===== config.mk =====
export PLATFORM = sky130hd
export DESIGN_NAME = egti_tx_overhead
export DESIGN_NICKNAME = d
export VERILOG_FILES = /design/src/rtl/egti_pkg.sv /design/src/rtl/egti_tx_overhead.sv
export VERILOG_INCLUDE_DIRS = /design/src /design/src/rtl
export SDC_FILE = /design/constraint.sdc
export NUM_CORES = 1
export LEC_CHECK = 0
export BUFFER_PORTS_ARGS = -buffer_cell sky130_fd_sc_hd__buf_2
export CORE_UTILIZATION = 52
export CTS_CLUSTER_SIZE = 24
export DETAILED_ROUTE_END_ITERATION = 16
export GPL_TIMING_DRIVEN = 0
export HOLD_SLACK_MARGIN = 0.06
export PLACE_DENSITY = 0.74
export SYNTH_ARGS = -nofsm -noshare
export SYNTH_HDL_FRONTEND = slang
export SYNTH_SLANG_ARGS = --single-unit

===== constraint.sdc =====
create_clock -name clk -period 8.1 [get_ports clk]
set_input_delay 0.81 -clock clk [delete_from_list [all_inputs] [get_ports clk]]
set_output_delay 0.81 -clock clk [all_outputs]
set_load 0.01 [all_outputs]

===== src/rtl/egti_regs.svh =====
// register offsets, reset values, frame positions and maintenance bit positions
`ifndef EGTI_REGS_SVH
`define EGTI_REGS_SVH

// register byte offsets on the wishbone slave
`define EGTI_OFF_CTRL 4'h0
`define EGTI_OFF_FIELD 4'h4
`define EGTI_OFF_DLMAP 4'h8
`define EGTI_OFF_STATUS 4'hc

// reset values
`define EGTI_CTRL_RST 12'h000
`define EGTI_FIELD_RST 9'h000
`define EGTI_DLMAP_RST 32'h1114_0415

// register field widths
`define EGTI_CTRL_W 12
`define EGTI_FIELD_W 9

// alignment patterns, sent msb first
`define EGTI_FA1 8'hf6
`define EGTI_FA2 8'h28

// frame geometry, in octets from frame start
`define EGTI_FRAME_OCTETS 537
`define EGTI_POS_FA1 10'h000
`define EGTI_POS_FA2 10'h001
`define EGTI_POS_EM 10'h03b
`define EGTI_POS_TR 10'h076
`define EGTI_POS_MA 10'h0b1
`define EGTI_POS_NR 10'h0ec
`define EGTI_POS_GC 10'h127

// bit positions inside the maintenance octet (0 = first sent)
`define EGTI_MA_MI_HI 3'h5
`define EGTI_MA_MI_LO 3'h6
`define EGTI_LAST_BIT 3'h7

`endif


===== src/rtl/egti_pkg.sv =====
// types shared by the overhead inserter
package egti_pkg;

  // transmit control word
  typedef struct packed {
    logic [2:0] linkChannelSourceSel;
    logic multiframePinSel;
    logic syncStatusModeEn;
    logic remoteErrorPinSel;
    logic forceRemoteDefect;
    logic remoteDefectPinSel;
    logic autoRemoteDefectEn;
    logic trailTracePinSel;
    logic framingPinSel;
    logic overheadWithDataSel;
  } egti_ctrl_t;

  // maintenance octet content fields
  typedef struct packed {
    logic [2:0] syncStatusMsgUpper;
    logic timingMarkerMsgBit1;
    logic [1:0] payloadDependentValue;
    logic [2:0] payloadTypeField;
  } egti_field_t;

  // source of a link channel octet
  typedef enum logic [1:0] {
    EGTI_SRC_PIN,
    EGTI_SRC_ONES,
    EGTI_SRC_BUF,
    EGTI_SRC_SPARE
  } egti_src_t;

  // which octet of the frame is on the line
  typedef enum logic [2:0] {
    EGTI_OCT_FA1,
    EGTI_OCT_FA2,
    EGTI_OCT_EM,
    EGTI_OCT_TR,
    EGTI_OCT_MA,
    EGTI_OCT_NR,
    EGTI_OCT_GC,
    EGTI_OCT_PAYLOAD
  } egti_oct_t;

  // receiver status carried in
  typedef struct packed {
    logic lossOfSignal;
    logic outOfFrame;
    logic bipMismatch;
  } egti_rxstat_t;

endpackage : egti_pkg


===== src/rtl/egti_tx_overhead.sv =====
// e3 g.832 transmit overhead generation and insertion with wishbone registers
`timescale 1ns/10ps
`include "egti_regs.svh"

// What this block does
// - seven overhead octets sent in each frame
// - data-select one takes all overhead from data
// - internal alignment octets f6 then 28, msb first
// - framing pin select takes alignment from pin
// - em octet is even bip-8 of previous frame
// - trail trace from pin, else all zeros
// - auto defect sends los or oof in bit1
// - auto off, pin select: defect bit from pin
// - force defect sends one, overriding auto and pin
// - bit2 error indication: pin or automatic
// - received bip mismatch sends one for one frame
// - bits3-5 payload type, applies next frame
// - sync mode: bits6-7 multiframe, internal or pin
// - two-bit wrapping counter, cleared on auto enable
// - normal mode: bits6-7 from pin or register
// - bit8 timing marker, or message bit by mi
// - three-bit select, only one uses buffer
// - network octet from pin, ones, or buffer
// - general octet from pin, ones, or buffer
module egti_tx_overhead #(
  parameter int FRAME_OCTETS = `EGTI_FRAME_OCTETS
) (
  input wire logic clk,
  input wire logic rst_n,
  // wishbone classic slave
  input wire logic wb_cyc_i,
  input wire logic wb_stb_i,
  input wire logic wb_we_i,
  input wire logic [3:0] wb_adr_i,
  input wire logic [3:0] wb_sel_i,
  input wire logic [31:0] wb_dat_i,
  output logic [31:0] wb_dat_o,
  output logic wb_ack_o,
  // line side
  input wire logic lineBitEn,
  output logic txBit,
  output logic txBitValid,
  output logic txFrameStart,
  // system payload stream
  output logic sysDataReq,
  input wire logic sysDataBit,
  // serial overhead pin
  input wire logic overheadSerialInput,
  output logic overheadPinUse,
  // internal data-link buffer
  input wire logic [7:0] dlByte,
  output logic dlTake,
  // receiver status
  input wire egti_pkg::egti_rxstat_t rxStatus
);
  import egti_pkg::*;

  if (FRAME_OCTETS <= int'(`EGTI_POS_GC) || FRAME_OCTETS > 1023) begin : g_bad_frame
    $error("egti_tx_overhead: frame length cannot hold the overhead octets");
  end

  localparam logic [9:0] LAST_OCTET = 10'(FRAME_OCTETS - 1);
  // alignment patterns held as vectors so each bit is picked, not shifted and cut
  localparam logic [7:0] FA1_PAT = `EGTI_FA1;
  localparam logic [7:0] FA2_PAT = `EGTI_FA2;

  ////////////////////////////////////////////////////////////////////////////
  // registers

  egti_ctrl_t ctrl_r;
  egti_field_t field_r;
  logic [31:0] dlMap_r;
  logic wbAck_r;
  logic [31:0] wbDat_r;
  logic [31:0] statusWord;
  logic wbReq;
  logic [31:0] ctrlWord;
  logic [31:0] fieldWord;
  logic [31:0] ctrlNxt;
  logic [31:0] fieldNxt;
  logic [31:0] dlMapNxt;

  assign wbReq = wb_cyc_i & wb_stb_i & ~wbAck_r;
  assign ctrlWord = {20'h00000, ctrl_r};
  assign fieldWord = {23'h000000, field_r};

  // byte lane merge per lane
  for (genvar lane = 0; lane < 4; lane++) begin : g_lane
    assign ctrlNxt[lane*8 +: 8] = wb_sel_i[lane] ? wb_dat_i[lane*8 +: 8] : ctrlWord[lane*8 +: 8];
    assign fieldNxt[lane*8 +: 8] = wb_sel_i[lane] ? wb_dat_i[lane*8 +: 8]
                                                  : fieldWord[lane*8 +: 8];
    assign dlMapNxt[lane*8 +: 8] = wb_sel_i[lane] ? wb_dat_i[lane*8 +: 8] : dlMap_r[lane*8 +: 8];
  end

  // writes land on the ack edge; unmapped offsets are acked and ignored
  always_ff @(posedge clk or negedge rst_n) begin
    if (!rst_n) begin
      ctrl_r <= egti_ctrl_t'(`EGTI_CTRL_RST);
      field_r <= egti_field_t'(`EGTI_FIELD_RST);
      dlMap_r <= `EGTI_DLMAP_RST;
    end else if (wbReq && wb_we_i) begin
      case (wb_adr_i)
        `EGTI_OFF_CTRL: ctrl_r <= egti_ctrl_t'(ctrlNxt[`EGTI_CTRL_W-1:0]);
        `EGTI_OFF_FIELD: field_r <= egti_field_t'(fieldNxt[`EGTI_FIELD_W-1:0]);
        `EGTI_OFF_DLMAP: dlMap_r <= dlMapNxt;
        default: ;
      endcase
    end
  end

  // one wait state: ack registered, dropped the cycle after
  always_ff @(posedge clk or negedge rst_n) begin
    if (!rst_n) begin
      wbAck_r <= 1'b0;
      wbDat_r <= 32'h00000000;
    end else begin
      wbAck_r <= wbReq;
      case (wb_adr_i)
        `EGTI_OFF_CTRL: wbDat_r <= ctrlWord;
        `EGTI_OFF_FIELD: wbDat_r <= fieldWord;
        `EGTI_OFF_DLMAP: wbDat_r <= dlMap_r;
        `EGTI_OFF_STATUS: wbDat_r <= statusWord;
        default: wbDat_r <= 32'h00000000;
      endcase
    end
  end

  assign wb_ack_o = wbAck_r;
  assign wb_dat_o = wbDat_r;

  ////////////////////////////////////////////////////////////////////////////
  // pin synchroniser

  logic pinMeta_r;
  logic pinSync_r;

  // only the second stage is ever read
  always_ff @(posedge clk or negedge rst_n) begin
    if (!rst_n) begin
      pinMeta_r <= 1'b0;
      pinSync_r <= 1'b0;
    end else begin
      pinMeta_r <= overheadSerialInput;
      pinSync_r <= pinMeta_r;
    end
  end

  ////////////////////////////////////////////////////////////////////////////
  // frame position

  logic [2:0] bitCnt_r;
  logic [9:0] octCnt_r;
  logic lastBit;
  logic frameEnd;
  egti_oct_t octKind;

  assign lastBit = lineBitEn && (bitCnt_r == `EGTI_LAST_BIT);
  assign frameEnd = lastBit && (octCnt_r == LAST_OCTET);

  // bit and octet counters step on the line bit enable
  always_ff @(posedge clk or negedge rst_n) begin
    if (!rst_n) begin
      bitCnt_r <= 3'h0;
      octCnt_r <= 10'h000;
    end else if (lineBitEn) begin
      bitCnt_r <= bitCnt_r + 3'h1;
      if (lastBit) begin
        octCnt_r <= frameEnd ? 10'h000 : octCnt_r + 10'h001;
      end
    end
  end

  // octet classification, seven overhead slots per frame
  always_comb begin
    case (octCnt_r)
      `EGTI_POS_FA1: octKind = EGTI_OCT_FA1;
      `EGTI_POS_FA2: octKind = EGTI_OCT_FA2;
      `EGTI_POS_EM: octKind = EGTI_OCT_EM;
      `EGTI_POS_TR: octKind = EGTI_OCT_TR;
      `EGTI_POS_MA: octKind = EGTI_OCT_MA;
      `EGTI_POS_NR: octKind = EGTI_OCT_NR;
      `EGTI_POS_GC: octKind = EGTI_OCT_GC;
      default: octKind = EGTI_OCT_PAYLOAD;
    endcase
  end

  ////////////////////////////////////////////////////////////////////////////
  // per-frame state

  egti_field_t frameField_r;
  logic [7:0] bipAcc_r;
  logic [7:0] bipLast_r;
  logic reiPend_r;
  logic reiSend_r;
  logic [1:0] miCnt_r;
  logic miAuto_r;
  logic miHi_r;
  logic miLo_r;
  logic curBit;
  logic miAutoNow;

  assign miAutoNow = ctrl_r.syncStatusModeEn & ~ctrl_r.multiframePinSel;

  // register fields frozen at frame start so a write lands in the next frame, except ssmMsg bit 0, read from the live field_r
  always_ff @(posedge clk or negedge rst_n) begin
    if (!rst_n) begin
      frameField_r <= egti_field_t'(`EGTI_FIELD_RST);
    end else if (frameEnd) begin
      frameField_r <= field_r;
    end
  end

  // bip-8 over every sent bit, overhead included, handed on at frame end
  always_ff @(posedge clk or negedge rst_n) begin
    if (!rst_n) begin
      bipAcc_r <= 8'h00;
      bipLast_r <= 8'h00;
    end else if (lineBitEn) begin
      if (frameEnd) begin
        bipLast_r <= bipAcc_r ^ (8'(curBit) << (3'h7 - bitCnt_r));
        bipAcc_r <= 8'h00;
      end else begin
        bipAcc_r <= bipAcc_r ^ (8'(curBit) << (3'h7 - bitCnt_r));
      end
    end
  end

  // a mismatch arriving as the pending flag is consumed still counts
  always_ff @(posedge clk or negedge rst_n) begin
    if (!rst_n) begin
      reiPend_r <= 1'b0;
      reiSend_r <= 1'b0;
    end else begin
      if (frameEnd) begin
        reiSend_r <= reiPend_r | rxStatus.bipMismatch;
      end
      if (rxStatus.bipMismatch) begin
        reiPend_r <= ~frameEnd;
      end else if (frameEnd) begin
        reiPend_r <= 1'b0;
      end
    end
  end

  // multiframe counter, restarts at 00 when automatic mode is switched on
  always_ff @(posedge clk or negedge rst_n) begin
    if (!rst_n) begin
      miCnt_r <= 2'h0;
      miAuto_r <= 1'b0;
    end else begin
      miAuto_r <= miAutoNow;
      if (miAutoNow && !miAuto_r) begin
        miCnt_r <= 2'h0;
      end else if (frameEnd) begin
        miCnt_r <= miCnt_r + 2'h1;
      end
    end
  end

  // capture the mi bits actually sent; they pick the message bit
  always_ff @(posedge clk or negedge rst_n) begin
    if (!rst_n) begin
      miHi_r <= 1'b0;
      miLo_r <= 1'b0;
    end else if (lineBitEn && octKind == EGTI_OCT_MA) begin
      if (bitCnt_r == `EGTI_MA_MI_HI) begin
        miHi_r <= curBit;
      end
      if (bitCnt_r == `EGTI_MA_MI_LO) begin
        miLo_r <= curBit;
      end
    end
  end

  ////////////////////////////////////////////////////////////////////////////
  // link channel sources

  egti_src_t nrSrc;
  egti_src_t gcSrc;
  logic [3:0] mapEntry;

  // table lookup; buffer on both would clash, so the general octet yields
  always_comb begin
    mapEntry = dlMap_r[{ctrl_r.linkChannelSourceSel, 2'b00} +: 4];
    nrSrc = egti_src_t'(mapEntry[1:0]);
    gcSrc = egti_src_t'(mapEntry[3:2]);
    if (nrSrc == EGTI_SRC_BUF && gcSrc == EGTI_SRC_BUF) begin
      gcSrc = EGTI_SRC_ONES;
    end
  end

  ////////////////////////////////////////////////////////////////////////////
  // bit selection

  logic usePin;
  logic useSys;
  logic useBuf;
  logic [7:0] maByte;
  logic [1:0] miSent;
  logic [3:0] ssmMsg;
  logic rdiBit;
  logic faByteBit;

  // remote defect: force beats automatic beats pin
  always_comb begin
    if (ctrl_r.forceRemoteDefect) begin
      rdiBit = 1'b1;
    end else if (ctrl_r.autoRemoteDefectEn) begin
      rdiBit = rxStatus.lossOfSignal | rxStatus.outOfFrame;
    end else if (ctrl_r.remoteDefectPinSel) begin
      rdiBit = pinSync_r;
    end else begin
      rdiBit = 1'b0;
    end
  end

  // maintenance octet, first sent bit in the msb
  always_comb begin
    ssmMsg = {frameField_r.syncStatusMsgUpper[2:0], field_r.timingMarkerMsgBit1};
    miSent = {miHi_r, miLo_r};
    maByte[7] = rdiBit;
    maByte[6] = ctrl_r.remoteErrorPinSel ? pinSync_r : reiSend_r;
    maByte[5:3] = frameField_r.payloadTypeField;
    if (ctrl_r.multiframePinSel) begin
      maByte[2:1] = {pinSync_r, pinSync_r};
    end else if (ctrl_r.syncStatusModeEn) begin
      maByte[2:1] = miCnt_r;
    end else begin
      maByte[1] = frameField_r.payloadDependentValue[0];
      maByte[2] = frameField_r.payloadDependentValue[1];
    end
    if (ctrl_r.syncStatusModeEn) begin
      maByte[0] = ssmMsg[miSent];
    end else begin
      maByte[0] = frameField_r.timingMarkerMsgBit1;
    end
  end

  // per-octet source; the pin or buffer carries a whole octet serially, but the pin gives only chosen bits of the maintenance octet
  always_comb begin
    usePin = 1'b0;
    useBuf = 1'b0;
    useSys = 1'b0;
    faByteBit = 1'b0;
    curBit = 1'b0;
    if (ctrl_r.overheadWithDataSel || octKind == EGTI_OCT_PAYLOAD) begin
      useSys = 1'b1;
      curBit = sysDataBit;
    end else begin
      case (octKind)
        EGTI_OCT_FA1, EGTI_OCT_FA2: begin
          faByteBit = (octKind == EGTI_OCT_FA1) ? FA1_PAT[3'h7 - bitCnt_r]
                                                : FA2_PAT[3'h7 - bitCnt_r];
          usePin = ctrl_r.framingPinSel;
          curBit = ctrl_r.framingPinSel ? pinSync_r : faByteBit;
        end
        EGTI_OCT_EM: curBit = bipLast_r[3'h7 - bitCnt_r];
        EGTI_OCT_TR: begin
          usePin = ctrl_r.trailTracePinSel;
          curBit = ctrl_r.trailTracePinSel & pinSync_r;
        end
        EGTI_OCT_MA: begin
          usePin = (bitCnt_r == 3'h0 && !ctrl_r.forceRemoteDefect
                    && !ctrl_r.autoRemoteDefectEn && ctrl_r.remoteDefectPinSel)
                   || (bitCnt_r == 3'h1 && ctrl_r.remoteErrorPinSel)
                   || ((bitCnt_r == `EGTI_MA_MI_HI || bitCnt_r == `EGTI_MA_MI_LO)
                       && ctrl_r.multiframePinSel);
          if (ctrl_r.multiframePinSel && (bitCnt_r == `EGTI_MA_MI_HI
                                          || bitCnt_r == `EGTI_MA_MI_LO)) begin
            curBit = pinSync_r;
          end else begin
            curBit = maByte[3'h7 - bitCnt_r];
          end
        end
        EGTI_OCT_NR, EGTI_OCT_GC: begin
          case ((octKind == EGTI_OCT_NR) ? nrSrc : gcSrc)
            EGTI_SRC_PIN: begin
              usePin = 1'b1;
              curBit = pinSync_r;
            end
            EGTI_SRC_BUF: begin
              useBuf = 1'b1;
              curBit = dlByte[3'h7 - bitCnt_r];
            end
            default: curBit = 1'b1;
          endcase
        end
        default: curBit = sysDataBit;
      endcase
    end
  end

  assign sysDataReq = lineBitEn & useSys;
  assign overheadPinUse = usePin;
  assign dlTake = lastBit & useBuf;

  ////////////////////////////////////////////////////////////////////////////
  // line output

  // data outputs registered; valid marks each new bit
  always_ff @(posedge clk or negedge rst_n) begin
    if (!rst_n) begin
      txBit <= 1'b0;
      txBitValid <= 1'b0;
      txFrameStart <= 1'b0;
    end else begin
      txBitValid <= lineBitEn;
      txFrameStart <= lineBitEn && octCnt_r == 10'h000 && bitCnt_r == 3'h0;
      if (lineBitEn) begin
        txBit <= curBit;
      end
    end
  end

  // status: last bip, error flags, multiframe count
  assign statusWord = {19'h00000, miCnt_r, reiSend_r, reiPend_r, bipLast_r};

endmodule : egti_tx_overhead


==> results of run 1 <==
-- stage by stage --
step / std cells / utilization (%)
floorplan: 562 / -
global placement: 831 / 58.9
detailed placement: 832 / 59.2
CTS: 864 / 64.2
global route: 864 / 64.2
finish: 864 / 64.2
-- layer usage --
metal / vias to the layer above / wire length (um) / GRT usage [%] / part of all wire (%)
li1: 2288 / - / - / -
met5: - / 0 / 0 / 0
met4: 0 / 421 / 12.1 / 2.6
met2: 174 / 7920 / 40.6 / 48
met1: 2586 / 7180 / 35.3 / 44
met3: 34 / 888 / 6.17 / 5.4
-- cells in the final DEF, fill, tap and decap left out, types with 14 or more instances in the layout --
| cell type | n |
|---|---|
| nor2_1 | 38 |
| o21ai_0 | 14 |
| clkbuf_1 | 14 |
| buf_2 | 107 |
| dfrtp_1 | 128 |
| mux2_2 | 60 |
| and2_1 | 22 |
| a22o_1 | 15 |
| clkbuf_16 | 17 |
| nand2_1 | 59 |
-- layout make-up --
type	count	area [um^2]	area share (%)
clock buffer	20	457	5.63
tap	172	215	2.66
multi-input combinational	381	3120	38.5
inverter	13	48.8	0.602
timing repair buffer	98	519	6.41
sequential	136	3410	42.1
clock inverter	12	173	2.13
buffer	32	161	1.99
-- sequential cells by signal, summed over array words and instances (netlist names) --
signal        flops
dlMap_r          32
wb_dat_o         32
ctrlWord         12
octCnt_r         10
fieldWord         9
frameField_r      9
bipAcc_r          8
bipLast_r         8
bitCnt_r          3
miCnt_r           2
miAuto_r          1
miHi_r            1
miLo_r            1
pinMeta_r         1
pinSync_r         1
reiPend_r         1
reiSend_r         1
txBit             1
txBitValid        1
txFrameStart      1
wb_ack_o          1
-- cell families (layout without fill, tap and decap cells) --
group,count (synthesis),after routing,share of synthesized area [%]
DFF,136,136,50.7
xor gates and xnor gates,17,17,2.21
buffers and inverters,45,175,3.12
AOI/OAI and AO/OA,85,85,11.1
adders and majority gates,9,9,1.67
muxes,83,83,15.9
and+or+nand+nor,187,187,15.3
-- power by group --
part	switching (mW)	internal, mW	leakage [nW]
sequential	0.0516	0.739	1.81
combinational	0.229	0.176	1.81
clock	0.292	0.530	0.306
-- worst paths after layout --
kind                             start      endpoint  slack (ns)  cells past startpoint
setup / recovery           octCnt_r[1]        dlTake        3.92                      9
hold / removal                   rst_n  wb_dat_o[20]        0.28                      1
setup reg to reg           bitCnt_r[0]  bipLast_r[4]        4.31                     13
hold reg to reg              pinMeta_r     pinSync_r        0.35                      0
max in group asynchronous        rst_n   bipAcc_r[1]        7.03                      2
min in group clk             pinMeta_r     pinSync_r        0.35                      0
-- critical path, cell delays in order (launching register included) --
cell      delay [ns]
dfrtp_1         0.40
inv_1           0.12
ha_1            0.28
nand3b_4        0.10
nor4_4          0.51
and4bb_4        0.34
a31oi_2         0.57
nand2_1         0.16
nor3b_1         0.29
buf_2           0.18
==> impl_metrics.yaml, run 1 <==
routing:
  vias: 5082
  routed_wl_um: 16400
  wl_per_cell_um: 19.0
  first_pass_iters: 5
  drtIter0Drc: 426
  via_per_inst: 5.88
  ant_nets: 0
  drc: 0
yosys:
  synth_area_leaders: "dfrtp_1 48%, mux2_2 10%, mux4_2 4.3%"
  async_flop_share_pct: 100
  synth_most_common_cell: "dfrtp_1"
  yosysTopAreaCellShare_pct: 47.6
  synthDistinctLibCells: 68
  synthFlopType: "dfrtp_1"
  syn_avg_cell_area_um2: 12.0
  ys_warn_count: 0
  synth_seq_area_share_pct: 50.7
  ys_ff_latch: 136
  syn-num-nets: 630
  synth_area_leader_cell: "dfrtp_1"
  syn-instance-count: 562
  synth_edf_count: 0
  ys_top_cells_by_count: "128 x dfrtp_1, 60 x mux2_2, 59 x nand2_1"
  netlist_area_mm2: 0.00674
cts:
  cts_resized: 0
  numCtsBuffers: 17
  cts_tree: "done"
  htreeDepth: 4
  cts_hold_buf: 0
  clock_latency_ns: 0.42
  clk_path_buf_depth: 2
  clkSlewWorstSetupHoldPaths_ns: 0.06
  cts_setup_buffers: 0
  clock-root-buffer: "clkbuf_16"
  cts.sinks: 136
timing:
  setup_viol: 0
  worst_slack_ns: 3.92
  final.period_utilization_pct: 51.6
  relSlewSlack_pct: 21.5
  hold_viol_final: 0
  worst_slew_pin_slew_ns: 1.17
  finClkSkew_ns: 0.00847
  fin_setup_tns_ns: 0
  fin_crit_ns: 4.18
  rsz0062_at_grt: "false"
  timing.hold.ws_ns: 0.277
  fmax_mhz: 239
  maxSlewViolCount: 0
power_and_ir_drop:
  powerDensity_mw_per_mm2: 249
  power_mw: 2.02
  ir_worst_vdd_mv: 0.189
  leakagePower_nw: 3.92
layout:
  area_growth_pct: 20.3
  drive_gt1_share_pct: 36.1
  diodes: 0
  post-route-cell-area_mm2: 0.00811
  n_fill_cell: 1002
  fin_nets: 747
global_routing:
  grt_pass1_wl_um: 26400
  grt_antenna_before_repair: 0
  grt_max_degree: 104
  grt_usage_pct: 26.2
  grt_pass1_vias: 5123
  grt_overflow_total: 0
die:
  core_area_mm2: 0.0126
  rows: 41
  start_util_pct: 53.4
  io_pins: 98
  die_w_um: 116
  dieArea_mm2: 0.0134
  die_h_um: 116
worst_setup_path:
  endpoint_kind: "output pin"
  worstSetupPathType: "register to output pin"
  cp.arrival_ns: 3.37
  cp-start-kind: "register"
  cp_max_fo: 10
  worstPathRequired_ns: 7.29
placed_design:
  gp_congestion: 0.876
  portBuffers: 97
  placed_area_mm2: 0.00747
  dp_hpwl_um: 11900
  dp_slack_ns: 4.41
worst_hold_path:
  holdCritPathClass: "input pin to async pin"
run:
  max_cap_violations: 0
run_status:
  status: "finished clean"
Power figures use the tool's default switching activity.
==> inputs of run 2 (changes only) <==
clock period = 4 ns   (was 8.1 ns; I/O delays follow)
==> run 2 against run 1 <==
  * Cell count increased by 0.12%
  * Global-route usage is essentially flat
  * Sequential cell count stayed put
  * Critical path type is now register to register
  * Sequential share of layout area fell by 0.097 points
  * Design area up 0.23%
  * Die area unchanged
  * Clock power is 100% higher
  * Core utilization grew 0.15 points
  * Worst setup slack worse by 3.7 ns
  * Combinational power increased by 100%
  * Critical path depth rose by 4
==> impl_metrics.yaml, run 2 (synthesis gave the netlist of run 1 again) <==
die:
  core_area_mm2: 0.0126
  io_pins: 98
  rows: 41
  start_util_pct: 53.4
  die_w_um: 116
  dieArea_mm2: 0.0134
  die_h_um: 116
global_routing:
  grt_pass1_wl_um: 26400
  grt_max_degree: 104
  grt_overflow_total: 0
  grt_usage_pct: 26.3
  grt_antenna_before_repair: 0
  grt_pass1_vias: 5147
worst_setup_path:
  cp-start-kind: "register"
  cp_top_family: "compound AO/OA/AOI/OAI gates"
  cp_max_fo: 10
  worstPathRequired_ns: 4.35
  slowest_delay_ns: 0.67
  path_buf_inv: 3
  reg2reg_slack_ns: 0.21
  cp.arrival_ns: 4.14
  critPathMostFrequentCell: "o211ai_1"
  path_cells: "buf_2 > inv_1 > ha_1 > o211ai_1 > nor2_1 > a2bb2oi_1 > and3_1 > o211ai_1 > a2111oi_4 > a21oi_2 > buf_6 > a311o_1 > nand3_1"
  endpoint_kind: "register"
  crit_path_top_delay_cell: "a2111oi_4"
  worstSetupPathType: "register to register"
timing:
  relSlewSlack_pct: 24.2
  maxSlewViolCount: 0
  fin_setup_tns_ns: 0
  final.period_utilization_pct: 94.6
  fmax_mhz: 264
  worst_slack_ns: 0.214
  timing.hold.ws_ns: 0.0871
  setup_viol: 0
  worst_slew_pin_slew_ns: 1.13
  rsz0062_at_grt: "false"
  fin_crit_ns: 3.79
  finClkSkew_ns: 0.00851
  hold_viol_final: 0
placed_design:
  placed_area_mm2: 0.00747
  dp_slack_ns: 0.355
  dp_cells: 832
  gp_congestion: 0.876
  dp_hpwl_um: 11900
  portBuffers: 97
layout:
  fin_nets: 748
  drive_gt1_share_pct: 36.1
  mostFrequentLayoutCells: "128 x dfrtp_1, 107 x buf_2, 60 x mux2_2, 59 x nand2_1, 38 x nor2_1"
  layout_commonest_cell: "dfrtp_1"
  diodes: 0
  fin_util_pct: 64.4
  post-route-cell-area_mm2: 0.00812
  area_growth_pct: 20.6
  stdcell_count: 865
run:
  max_cap_violations: 0
cts:
  htreeDepth: 4
  clock_latency_ns: 0.42
  clkSlewWorstSetupHoldPaths_ns: 0.06
  clk_path_buf_depth: 2
  cts.sinks: 136
  numCtsBuffers: 17
  cts_tree: "done"
  clock-root-buffer: "clkbuf_16"
power_and_ir_drop:
  ir_worst_vdd_mv: 0.382
  powerDensity_mw_per_mm2: 503
  power_mw: 4.09
  leakagePower_nw: 3.92
routing:
  via_per_inst: 5.85
  vias: 5061
  first_pass_iters: 7
  ant_nets: 0
  drtIter0Drc: 420
  routed_wl_um: 16400
  drc: 0
  wl_per_cell_um: 19.0
worst_hold_path:
  holdCritPathClass: "input pin to register"
run_status:
  status: "finished clean"
run 2: cell types whose count changed in the layout (fill, tap and decap cells not counted), sizes merged:
cell,delta
dlygate4sd3,+1
run 2: path summary, 6_finish.rpt:
kind                                startpoint  cells after the start      endpoint
setup / recovery                   bitCnt_r[0]                     13  bipLast_r[4]
hold / removal             overheadSerialInput                      1     pinMeta_r
setup reg to reg                   bitCnt_r[0]                     13  bipLast_r[4]
hold reg to reg                      pinMeta_r                      0     pinSync_r
max in group asynchronous                rst_n                      3  bipLast_r[5]
min in group asynchronous                rst_n                      2  wb_dat_o[20]
run 2: area by class of cell:
cell class	instances	area (um^2)
Buffer	32	161
Multi-Input combinational cell	381	3130
Timing Repair Buffer	99	529
Tap cell	172	215
Sequential cell	136	3410
Fill cell	999	4500
Inverter	13	48.8
Clock inverter	12	173
Clock buffer	20	457
run 2: per-layer routing:
metal	wire, um	global-route usage, %	vias to the layer above	share of wire (%)
met1	7180	35.3	2577	44
met3	845	6.17	38	5.1
met5	0	0	-	0
met4	520	12.1	0	3.2
met2	7870	40.7	159	48
li1	-	-	2287	-
run 2: power by group:
part | internal [mW] | switching (mW) | leakage, nW | total (mW)
clock | 1.07 | 0.590 | 0.306 | 1.66
combinational | 0.356 | 0.465 | 1.81 | 0.822
sequential | 1.50 | 0.103 | 1.81 | 1.60
total | 2.93 | 1.16 | 3.92 | 4.09
run 2: timing repair:
action	CTS	global route
gates resized for setup	0	1
hold buffers	1	0
hold endpoints to repair	29	0
setup buffers	0	0
endpoints found under the setup margin	0	2
